==> src/fpu_status_pkg.sv <==
/*
 * Constants and types for the floating-point status and opcode decode
 * block: status word layout, trap cause codes, rounding codes and
 * instruction field encodings.
 * Assumes nothing; imported by every design file.
 */
package fpu_status_pkg;

    localparam int STATUS_W = 32;
    localparam int LIVE_W = 17;
    localparam logic [31:0] STATUS_RESET = 32'h0000_0000;
    localparam logic [31:0] STATUS_LIVE_MASK = 32'h0001_FFFF;

    // Status word field positions
    localparam int TRAP_CAUSE_LSB = 0;
    localparam int TRAP_CAUSE_W = 3;
    localparam int UNDERFLOW_EN_BIT = 3;
    localparam int UNDERFLOW_FLAG_BIT = 4;
    localparam int INEXACT_EN_BIT = 5;
    localparam int INEXACT_FLAG_BIT = 6;
    localparam int ROUND_LSB = 7;
    localparam int ROUND_W = 2;
    localparam int SOFT_LSB = 9;
    localparam int SOFT_W = 7;
    localparam int REG_WRITTEN_BIT = 16;

    // Trap cause codes; 3'h7 is never produced
    localparam logic [2:0] CAUSE_NONE = 3'h0;
    localparam logic [2:0] CAUSE_UNDERFLOW = 3'h1;
    localparam logic [2:0] CAUSE_OVERFLOW = 3'h2;
    localparam logic [2:0] CAUSE_DIV_ZERO = 3'h3;
    localparam logic [2:0] CAUSE_ILLEGAL = 3'h4;
    localparam logic [2:0] CAUSE_INVALID = 3'h5;
    localparam logic [2:0] CAUSE_INEXACT = 3'h6;

    typedef enum logic [1:0] {
        ROUND_NEAREST = 2'h0,
        ROUND_TO_ZERO = 2'h1,
        ROUND_UP = 2'h2,
        ROUND_DOWN = 2'h3
    } round_mode_t;

    // Integer size field and precision bit
    localparam logic [1:0] ISIZE_BYTE = 2'h0;
    localparam logic [1:0] ISIZE_WORD = 2'h1;
    localparam logic [1:0] ISIZE_NARROW = 2'h2;
    localparam logic [1:0] ISIZE_DWORD = 2'h3;
    localparam logic PREC_SINGLE = 1'b1;

    typedef enum logic [1:0] {
        FMT_9 = 2'h0,
        FMT_11 = 2'h1,
        FMT_12 = 2'h2,
        FMT_NONE = 2'h3
    } fmt_t;

    // Format 9 op codes
    localparam logic [2:0] OP9_INT_TO_FLOAT = 3'h0;
    localparam logic [2:0] OP9_LOAD_STATUS = 3'h1;
    localparam logic [2:0] OP9_NARROW = 3'h2;
    localparam logic [2:0] OP9_WIDEN = 3'h3;
    localparam logic [2:0] OP9_ROUND = 3'h4;
    localparam logic [2:0] OP9_CHOP = 3'h5;
    localparam logic [2:0] OP9_STORE_STATUS = 3'h6;
    localparam logic [2:0] OP9_FLOOR = 3'h7;
    // Format 11 op codes
    localparam logic [3:0] OP11_ADD = 4'h0;
    localparam logic [3:0] OP11_MOVE = 4'h1;
    localparam logic [3:0] OP11_COMPARE = 4'h2;
    localparam logic [3:0] OP11_SUB = 4'h4;
    localparam logic [3:0] OP11_NEG = 4'h5;
    localparam logic [3:0] OP11_DIV = 4'h8;
    localparam logic [3:0] OP11_MUL = 4'hC;
    localparam logic [3:0] OP11_ABS = 4'hD;
    // Format 12 op codes
    localparam logic [3:0] OP12_POLY = 4'h2;
    localparam logic [3:0] OP12_DOT = 4'h3;
    localparam logic [3:0] OP12_SCALE = 4'h4;
    localparam logic [3:0] OP12_EXTRACT = 4'h5;

    typedef enum logic [4:0] {
        OP_NONE = 5'h00,
        OP_INT_TO_FLOAT = 5'h01,
        OP_LOAD_STATUS = 5'h02,
        OP_NARROW_MOVE = 5'h03,
        OP_WIDEN_MOVE = 5'h04,
        OP_ROUND_TO_INT = 5'h05,
        OP_CHOP_TO_INT = 5'h06,
        OP_STORE_STATUS = 5'h07,
        OP_FLOOR_TO_INT = 5'h08,
        OP_ADD = 5'h09,
        OP_MOVE_FLOAT = 5'h0A,
        OP_COMPARE = 5'h0B,
        OP_SUBTRACT = 5'h0C,
        OP_NEGATE = 5'h0D,
        OP_DIVIDE = 5'h0E,
        OP_MULTIPLY = 5'h0F,
        OP_ABSOLUTE = 5'h10,
        OP_POLY = 5'h11,
        OP_DOT = 5'h12,
        OP_EXP_SCALE = 5'h13,
        OP_EXP_EXTRACT = 5'h14
    } op_kind_t;

    typedef enum logic [1:0] {
        ST_IDLE = 2'b01,
        ST_BUSY = 2'b10
    } ctl_state_t;

endpackage

==> src/fpu_status_and_opcode_decode.sv <==
/*
 * Floating-point status word, exception recording and instruction
 * decode for a slave arithmetic coprocessor.
 * Assumes one instruction at a time, one done_i pulse per accepted
 * instruction with its conditions, and every strobe on mclk_i.
 */
// Functional notes
// - Rounding select sits in bits 8:7; code 0 is nearest, ties to even.
// - Codes 1, 2, 3 select toward zero, toward plus, toward minus.
// - Underflow traps only when enabled; else result forced to plus zero.
// - Inexact traps only when enabled; else rounded result is delivered.
// - Trap cause goes to zero on clean completion, reset or zero load.
// - Underflow and inexact codes are recorded regardless of enables.
// - Code 2 marks overflow, including overflow from rounding.
// - Code 3 marks nonzero divided by zero; zero by zero excluded.
// - Unsupported encodings are detected and recorded as code 4.
// - Code 5 marks reserved operands or zero divided by zero.
// - Inexact with another exception keeps other code, inexact flag kept.
// - Cause code 7 is never produced.
// - Underflow flag bit 4 sets on every underflow; clears by load.
// - Inexact flag bit 6 sets on clean inexact results; clears by load.
// - Register written flag bit 16 sets on data register writes of untrapped instructions.
// - Software field bits 15:9 hold whatever the load wrote.
// - Integer size field decodes 0 byte, 1 word, 3 double word.
// - Precision bit 1 means single, 0 means double.
// - Format 9 op codes decode the conversion moves.
// - Format 11 op codes decode the arithmetic operations.
// - Format 12 codes 4 and 5 decode exponent scale and extract.
// - Only underflow and inexact traps can be masked.
// - Reset clears the whole status word.
`timescale 1ns/1ps
`default_nettype none

module fpu_status_and_opcode_decode
(
    input wire logic mclk_i,
    input wire logic arst_n_i,
    input wire logic instr_valid_i,
    input wire logic [1:0] format_i,
    input wire logic [3:0] op_i,
    input wire logic [1:0] int_size_i,
    input wire logic precision_i,
    input wire logic done_i,
    input wire logic underflow_i,
    input wire logic overflow_i,
    input wire logic div_by_zero_i,
    input wire logic reserved_operand_i,
    input wire logic zero_by_zero_i,
    input wire logic inexact_i,
    input wire logic reg_write_i,
    input wire logic load_status_i,
    input wire logic [31:0] load_data_i,
    input wire logic store_status_i,
    output logic [31:0] status_o,
    output logic [31:0] store_data_o,
    output logic store_valid_o,
    output fpu_status_pkg::round_mode_t rounding_select_o,
    output logic trap_o,
    output logic zero_result_o,
    output logic deliver_rounded_o,
    output fpu_status_pkg::op_kind_t op_kind_o,
    output logic [2:0] int_bytes_o,
    output logic single_o,
    output logic busy_o
);
    import fpu_status_pkg::*;

    logic [1:0] rst_sync;
    wire rst_n = rst_sync[1];

    always_ff @(posedge mclk_i or negedge arst_n_i)
    begin
        if (!arst_n_i)
            rst_sync <= 2'b00;
        else
            rst_sync <= {rst_sync[0], 1'b1};
    end

    ctl_state_t state;
    ctl_state_t next_state;

    op_kind_t dec_kind;
    logic [2:0] dec_bytes;
    logic dec_single;
    logic dec_illegal;

    fpu_opcode_decoder u_decoder
    (
        .format_i(format_i),
        .op_i(op_i),
        .int_size_i(int_size_i),
        .precision_i(precision_i),
        .op_kind_o(dec_kind),
        .int_bytes_o(dec_bytes),
        .single_o(dec_single),
        .illegal_o(dec_illegal)
    );

    // Status load and store never go busy
    wire idle = (state == ST_IDLE);
    wire accept = idle && instr_valid_i;
    wire accept_illegal = accept && dec_illegal;
    wire is_status_cmd = (dec_kind == OP_LOAD_STATUS)
        || (dec_kind == OP_STORE_STATUS);
    wire accept_exec = accept && !dec_illegal && !is_status_cmd;
    wire finish = (state == ST_BUSY) && done_i;
    wire ev_valid = accept_illegal || finish;

    wire is_divide = (op_kind_o == OP_DIVIDE);
    wire ev_invalid = finish
        && (reserved_operand_i || (is_divide && zero_by_zero_i));
    wire ev_div_zero = finish && is_divide && div_by_zero_i
        && !zero_by_zero_i;
    wire ev_overflow = finish && overflow_i;
    wire ev_underflow = finish && underflow_i;
    wire ev_inexact = finish && inexact_i;

    logic [2:0] ev_cause;
    logic ev_other;
    logic ev_trap;

    fpu_trap_cause_encoder u_cause
    (
        .illegal_i(accept_illegal),
        .invalid_i(ev_invalid),
        .div_zero_i(ev_div_zero),
        .overflow_i(ev_overflow),
        .underflow_i(ev_underflow),
        .inexact_i(ev_inexact),
        .underflow_en_i(status_o[UNDERFLOW_EN_BIT]),
        .inexact_en_i(status_o[INEXACT_EN_BIT]),
        .cause_o(ev_cause),
        .other_error_o(ev_other),
        .trap_o(ev_trap)
    );

    always_comb
    begin
        next_state = state;
        case (state)
            ST_IDLE:
                if (accept_exec)
                    next_state = ST_BUSY;
            ST_BUSY:
                if (done_i)
                    next_state = ST_IDLE;
            default:
                next_state = ST_IDLE;
        endcase
    end

    // A load replaces the current word
    wire [31:0] load_word = load_data_i & STATUS_LIVE_MASK;
    wire [31:0] base = load_status_i ? load_word : status_o;

    // Hardware sets win over a load in the same cycle
    wire set_under = ev_underflow;
    wire set_if = ev_inexact && !ev_other;
    wire set_rw = finish && reg_write_i && !ev_trap;
    wire [2:0] next_cause = ev_valid ? ev_cause
        : base[TRAP_CAUSE_LSB +: TRAP_CAUSE_W];

    logic [31:0] next_status;

    always_comb
    begin
        next_status = base;
        next_status[TRAP_CAUSE_LSB +: TRAP_CAUSE_W] = next_cause;
        next_status[UNDERFLOW_FLAG_BIT] = base[UNDERFLOW_FLAG_BIT] | set_under;
        next_status[INEXACT_FLAG_BIT] = base[INEXACT_FLAG_BIT] | set_if;
        next_status[REG_WRITTEN_BIT] = base[REG_WRITTEN_BIT] | set_rw;
    end

    wire next_zero = ev_underflow && !status_o[UNDERFLOW_EN_BIT];
    wire next_deliver = set_if && !status_o[INEXACT_EN_BIT];
    wire [1:0] next_round = next_status[ROUND_LSB +: ROUND_W];

    always_ff @(posedge mclk_i or negedge rst_n)
    begin
        if (!rst_n)
        begin
            state <= ST_IDLE;
            status_o <= STATUS_RESET;
            rounding_select_o <= ROUND_NEAREST;
        end
        else
        begin
            state <= next_state;
            status_o <= next_status;
            rounding_select_o <= round_mode_t'(next_round);
        end
    end

    always_ff @(posedge mclk_i or negedge rst_n)
    begin
        if (!rst_n)
        begin
            trap_o <= 1'b0;
            zero_result_o <= 1'b0;
            deliver_rounded_o <= 1'b0;
            busy_o <= 1'b0;
        end
        else
        begin
            trap_o <= ev_valid && ev_trap;
            zero_result_o <= next_zero;
            deliver_rounded_o <= next_deliver;
            busy_o <= (next_state == ST_BUSY);
        end
    end

    always_ff @(posedge mclk_i or negedge rst_n)
    begin
        if (!rst_n)
        begin
            store_data_o <= STATUS_RESET;
            store_valid_o <= 1'b0;
        end
        else
        begin
            store_valid_o <= store_status_i;
            if (store_status_i)
                store_data_o <= status_o;
        end
    end

    always_ff @(posedge mclk_i or negedge rst_n)
    begin
        if (!rst_n)
        begin
            op_kind_o <= OP_NONE;
            int_bytes_o <= 3'h0;
            single_o <= 1'b0;
        end
        else if (accept)
        begin
            op_kind_o <= dec_kind;
            int_bytes_o <= dec_bytes;
            single_o <= dec_single;
        end
    end

endmodule

`default_nettype wire

==> src/fpu_opcode_decoder.sv <==
/*
 * Combinational decoder for the format 9, 11 and 12 op fields, the
 * integer size field and the precision bit.
 * Assumes the fields are stable while the caller samples the result.
 */
`timescale 1ns/1ps
`default_nettype none

module fpu_opcode_decoder
(
    input wire logic [1:0] format_i,
    input wire logic [3:0] op_i,
    input wire logic [1:0] int_size_i,
    input wire logic precision_i,
    output fpu_status_pkg::op_kind_t op_kind_o,
    output logic [2:0] int_bytes_o,
    output logic single_o,
    output logic illegal_o
);
    import fpu_status_pkg::*;

    function automatic op_kind_t decode_op(input logic [1:0] fmt,
                                           input logic [3:0] op);
        op_kind_t k;
        k = OP_NONE;
        if (fmt == FMT_9 && op[3] == 1'b0)
        begin
            case (op[2:0])
                OP9_INT_TO_FLOAT: k = OP_INT_TO_FLOAT;
                OP9_LOAD_STATUS: k = OP_LOAD_STATUS;
                OP9_NARROW: k = OP_NARROW_MOVE;
                OP9_WIDEN: k = OP_WIDEN_MOVE;
                OP9_ROUND: k = OP_ROUND_TO_INT;
                OP9_CHOP: k = OP_CHOP_TO_INT;
                OP9_STORE_STATUS: k = OP_STORE_STATUS;
                default: k = OP_FLOOR_TO_INT;
            endcase
        end
        else if (fmt == FMT_11)
        begin
            case (op)
                OP11_ADD: k = OP_ADD;
                OP11_MOVE: k = OP_MOVE_FLOAT;
                OP11_COMPARE: k = OP_COMPARE;
                OP11_SUB: k = OP_SUBTRACT;
                OP11_NEG: k = OP_NEGATE;
                OP11_DIV: k = OP_DIVIDE;
                OP11_MUL: k = OP_MULTIPLY;
                OP11_ABS: k = OP_ABSOLUTE;
                default: k = OP_NONE;
            endcase
        end
        else if (fmt == FMT_12)
        begin
            case (op)
                OP12_POLY: k = OP_POLY;
                OP12_DOT: k = OP_DOT;
                OP12_SCALE: k = OP_EXP_SCALE;
                OP12_EXTRACT: k = OP_EXP_EXTRACT;
                default: k = OP_NONE;
            endcase
        end
        return k;
    endfunction

    wire op_kind_t kind = decode_op(format_i, op_i);
    wire uses_isize = (kind == OP_INT_TO_FLOAT) || (kind == OP_ROUND_TO_INT)
        || (kind == OP_CHOP_TO_INT) || (kind == OP_FLOOR_TO_INT);
    wire bad_isize = uses_isize && (int_size_i == ISIZE_NARROW);
    wire bad_narrow = (kind == OP_NARROW_MOVE)
        && !(precision_i == PREC_SINGLE && int_size_i == ISIZE_NARROW);
    wire bad_widen = (kind == OP_WIDEN_MOVE)
        && !(precision_i != PREC_SINGLE && int_size_i == ISIZE_DWORD);

    assign op_kind_o = kind;
    assign illegal_o = (kind == OP_NONE) || bad_isize || bad_narrow
        || bad_widen;
    assign single_o = (precision_i == PREC_SINGLE);
    assign int_bytes_o = (int_size_i == ISIZE_BYTE) ? 3'h1 :
                         (int_size_i == ISIZE_WORD) ? 3'h2 :
                         (int_size_i == ISIZE_DWORD) ? 3'h4 : 3'h0;

endmodule

`default_nettype wire

==> src/fpu_trap_cause_encoder.sv <==
/*
 * Priority encoder for one instruction's exception conditions into a
 * trap cause code, plus the trap request decision.
 * Assumes condition inputs are qualified by the caller.
 */
`timescale 1ns/1ps
`default_nettype none

module fpu_trap_cause_encoder
(
    input wire logic illegal_i,
    input wire logic invalid_i,
    input wire logic div_zero_i,
    input wire logic overflow_i,
    input wire logic underflow_i,
    input wire logic inexact_i,
    input wire logic underflow_en_i,
    input wire logic inexact_en_i,
    output logic [2:0] cause_o,
    output logic other_error_o,
    output logic trap_o
);
    import fpu_status_pkg::*;

    wire hard_error = illegal_i || invalid_i || div_zero_i || overflow_i;

    // Inexact only shows when nothing else went wrong
    assign other_error_o = hard_error || underflow_i;
    assign cause_o = illegal_i ? CAUSE_ILLEGAL :
                     invalid_i ? CAUSE_INVALID :
                     div_zero_i ? CAUSE_DIV_ZERO :
                     overflow_i ? CAUSE_OVERFLOW :
                     underflow_i ? CAUSE_UNDERFLOW :
                     inexact_i ? CAUSE_INEXACT : CAUSE_NONE;
    assign trap_o = hard_error
        || (underflow_i && underflow_en_i)
        || (inexact_i && !other_error_o && inexact_en_i);

endmodule

`default_nettype wire

==> config.mk <==
export PLATFORM = sky130hd
export DESIGN_NAME = fpu_status_and_opcode_decode
export DESIGN_NICKNAME = d
export VERILOG_FILES = /design/src/fpu_status_pkg.sv /design/src/fpu_status_and_opcode_decode.sv /design/src/fpu_opcode_decoder.sv /design/src/fpu_trap_cause_encoder.sv
export SDC_FILE = /design/constraint.sdc
export NUM_CORES = 1
export LEC_CHECK = 0
export BUFFER_PORTS_ARGS = -buffer_cell sky130_fd_sc_hd__buf_2
export CAP_MARGIN = 30
export CORE_MARGIN = 4
export CORE_UTILIZATION = 43
export DETAILED_ROUTE_END_ITERATION = 6
export PLACE_DENSITY_LB_ADDON = 0.3
export SLEW_MARGIN = 20
export SYNTH_ARGS = -nofsm -noshare
export SYNTH_HDL_FRONTEND = slang
export SYNTH_HIERARCHICAL = 1
export SYNTH_SLANG_ARGS = --single-unit
==> constraint.sdc <==
create_clock -name mclk_i -period 1.5 [get_ports mclk_i]
set_input_delay 0.075 -clock mclk_i [delete_from_list [all_inputs] [get_ports mclk_i]]
set_output_delay 0.075 -clock mclk_i [all_outputs]
set_load 0.01 [all_outputs]
==> reports/results.txt <==
setup violators final -> 10
CP bufs+invs -> 2
hold violation total from the final report -> 0
Max Slew Vio Count -> 0
library cells used by synthesis -> 60
via density per instance -> 4.87
number of cells on the worst hold path -> 2
Slew @ Worst Pin -> 0.507 ns
DIE WIDTH -> 90.8 um
Clock Path Buffers -> 2
flip-flop and latch count after synthesis -> 52
total number of vias -> 2296
instance count on the critical path -> 14
dominant delay contributor by cell family on the critical path -> simple AND/OR/NAND/NOR gates
Syn Area/Cell -> 11.5 um2
Antenna Cells -> 0
Worst setup startpoint -> op_i[0]
TritonCTS clock tree -> built
total area of sequential cells -> 1300 um2
Post-Synthesis Cell Area -> 2950 um2
total power -> 4700 uW
maximum single-stage delay on the critical path -> 0.38 ns
Static Leakage -> 0.00204 uW
vias in the first global route -> 2303
number of search-and-repair iterations in the first detailed-routing pass -> 4
CTS Buf Count -> 5
capturing element type of the critical path -> register
cell type of the slowest stage on the worst timing path -> or3b_4
average wire per cell in the routed design -> 14.0 um
proportion of synthesized chip area in sequential cells -> 0.441
post-layout net count -> 453
commonest register cell after synthesis -> dfrtp_1
count of buffers from port buffering -> 88
Die ar. -> 8250 um2
routing usage on met3 -> 0.0308
grt met2 use -> 0.301
unrepaired setup endpoints after global routing -> true
number of synthesis warnings -> 6
Final WS setup -> -0.656 ns
clock period minus worst slack -> 2.16 ns
clock tree root driver cell -> clkbuf_8
worst reg-to-reg setup slack -> -0.39 ns
I/O pin total -> 134
largest net degree at the start of global routing -> 37
critical-path maximum fanout -> 4
routing usage on met1 -> 0.178
GRT Residual Overflow -> 0
worst endpoint data arrival time -> 2.39 ns
source of the worst register-to-register timing path -> state[0]
worst clock skew -> 0.00805 ns
category of the worst setup path launch point -> input pin
Routed Antenna Nets -> 0
category of the critical setup timing path -> input pin to register
total global routing track utilization -> 0.158
area occupied by multi-input gates -> 1560 um2
wire length of the first global-routing pass -> 10800 um
starting density of the core -> 0.454
Min-Delay Path Class -> input pin to register
async set or reset register ratio after synthesis -> 1.00
number of synthesized flops with an enable pin -> 0
CTS HTree Levels -> 2
clock network latency to the later pin of the worst-skew pair -> 0.29 ns
Post-Route Setup TNS -> -5.42 ns
Fill cells -> 549
number of standard cells after synthesis -> 257
Remaining DRCs -> 0
ratio of cells with drive above 1 in the final layout -> 0.513
areal power density over the cells -> 1170 nW/um2
final worst-path cycle share -> 1.44
max-capacitance violation count -> 0
max-slew headroom at the worst pin -> 0.659
required time of the critical path -> 1.73 ns
Peak VDD IR -> 0.502 mV
worst flop-to-flop path endpoint -> status_o[16]
Max Clock Freq -> 464 MHz
capturing element of the worst setup path -> status_o[16]
busiest layer in global routing -> met2
violations in the final reports -> setup timing
series of cell instances along the critical path -> buf_12 > inv_12 > ha_4 > or3b_4 > a21oi_4 > a31oi_4 > mux2_4 > a21boi_4 > nor4_4 > and3_4 > nor4_4 > o211ai_1 > nand2b_1 > o21ai_1
area growth from synthesis to final layout -> 36.0%
DRT iter0 DRCs -> 34
register clock-pin slew on the reported worst setup and hold paths -> 0.09 ns
drt total wl -> 6610 um
Final HPWL DP -> 5240 um
Core Area -> 6490 um2
TritonCTS Sinks -> 52
initial antenna violation count -> 0
count of standard-cell rows -> 29
last weighted congestion value of the routability-driven placer -> 0.865
Die Y-Extent -> 90.8 um
outcome -> finished, violations left
cell count of the worst reg-to-reg path -> 9
most used cell, CP -> nor4_4
==> report_power, final <==
part           total (uW)  switching (uW)  internal [uW]
Sequential           1930             188           1740
Combinational        1970             935           1030
Clock                 803             428            375
==> per-layer routing <==
| layer | share of wire | vias up |
|---|---|---|
| li1 | - | 1102 |
| met1 | 0.39 | 1097 |
| met2 | 0.53 | 87 |
| met3 | 0.066 | 10 |
| met4 | 0.017 | 0 |
| met5 | 0 | - |
==> per-stage QoR <==
step / worst slack, ns / cell area [um2] / util / hold WS, ns / std cells
6_report: -0.656 / 4010 / 0.618 / 0.00468 / 471
5_1_grt: -0.773 / 4010 / 0.618 / 0.00422 / 471
4_1_cts: -0.644 / 3900 / 0.600 / 0.00131 / 470
3_5_place_dp: -1.05 / 3700 / 0.569 / -0.139 / 456
3_3_place_gp: -1.01 / 3700 / 0.569 / -0.140 / 456
2_1_floorplan: -0.714 / 3130 / - / -0.221 / 286
==> cells in the mapped netlist (3+ instances only) <==
master     n  area share
a21oi_1    5      0.0085
and3_1     3      0.0064
buf_4     34       0.087
buf_6      5       0.019
dfrtp_1   51        0.43
ha_1       6       0.025
inv_1     12       0.015
mux2_1    21       0.080
mux2_2     7       0.027
mux2_4    10       0.051
mux2i_1    6       0.020
nand2_1   14       0.018
nand2b_1   5       0.011
nand3b_1   3      0.0076
nor2_1    12       0.015
nor2b_1    5       0.011
o21ai_0    5      0.0085
o21ai_1    3      0.0051
==> cell type report <==
cell class | count | share of cell area
multi-input cells | 181 | 0.389
well taps | 77 | 0.0240
clock buffers | 7 | 0.0215
inverters | 12 | 0.0156
repair buffers | 141 | 0.223
clock inverters | 1 | 0.00187
flip-flops and latches | 52 | 0.325
==> logic make-up (layout without fill, tap and decap cells) <==
group / after synthesis / after routing / share of synthesized area
other: 2 / 31 / 0.00255
flip-flops: 52 / 52 / 0.441
AND/OR/NAND/NOR: 64 / 64 / 0.137
AO/OA/AOI/OAI: 35 / 35 / 0.0882
multiplexers: 44 / 44 / 0.178
XOR/XNOR: 1 / 1 / 0.00297
adder cells (fa/ha/maj): 6 / 6 / 0.0254
buffers and inverters: 53 / 161 / 0.124
==> registers in the layout, summed over array words and instances (netlist names) <==
signal	count
trap_o	1
op_kind_o	5
int_bytes_o	3
rst_sync	2
single_o	1
deliver_rounded_o	1
store_data_o	17
zero_result_o	1
rounding_select_o	1
state	2
busy_o	1
store_valid_o	1
status_o	16
==> placed cells by master (no fill, tap or decap), drive strengths merged, types with 2 or more instances in the layout <==
master and instances:
nand2 15, dlygate4sd3 5, nor4 3, mux2i 6, mux2 38, nor2 14
a22oi 2, nand2b 6, clkbuf 7, o22ai 2, nor2b 5, buf 136
ha 6, and2b 2, o21ai 9, o311ai 2, nor3 2, and3 3
a31oi 3, a21oi 6, or3b 2, inv 12, conb 31, nand3b 3
a21boi 2, dfrtp 51
==> repair_timing <==
item                                   4_1_cts  5_1_grt
pin swaps                                    8        7
hold buffers                                 5        0
gates cloned                                 0        0
setup endpoints to repair                   19       19
endpoints found under the hold margin        6        0
resized for setup                           12       23
setup buffers                                1        1
==> how the worst min path moves through the flow <==
stage | slack, ns | from | end
after floorplan | -0.22 | arst_n_i | rst_sync[0]
after global placement | -0.14 | arst_n_i | rst_sync[0]
after detailed placement | -0.14 | arst_n_i | rst_sync[0]
after CTS | 0.001 | load_data_i[10] | status_o[10]
after global routing | 0.004 | load_data_i[13] | status_o[13]
final | 0.005 | load_data_i[13] | status_o[13]
Note: power is estimated with default switching activity, not from simulation.
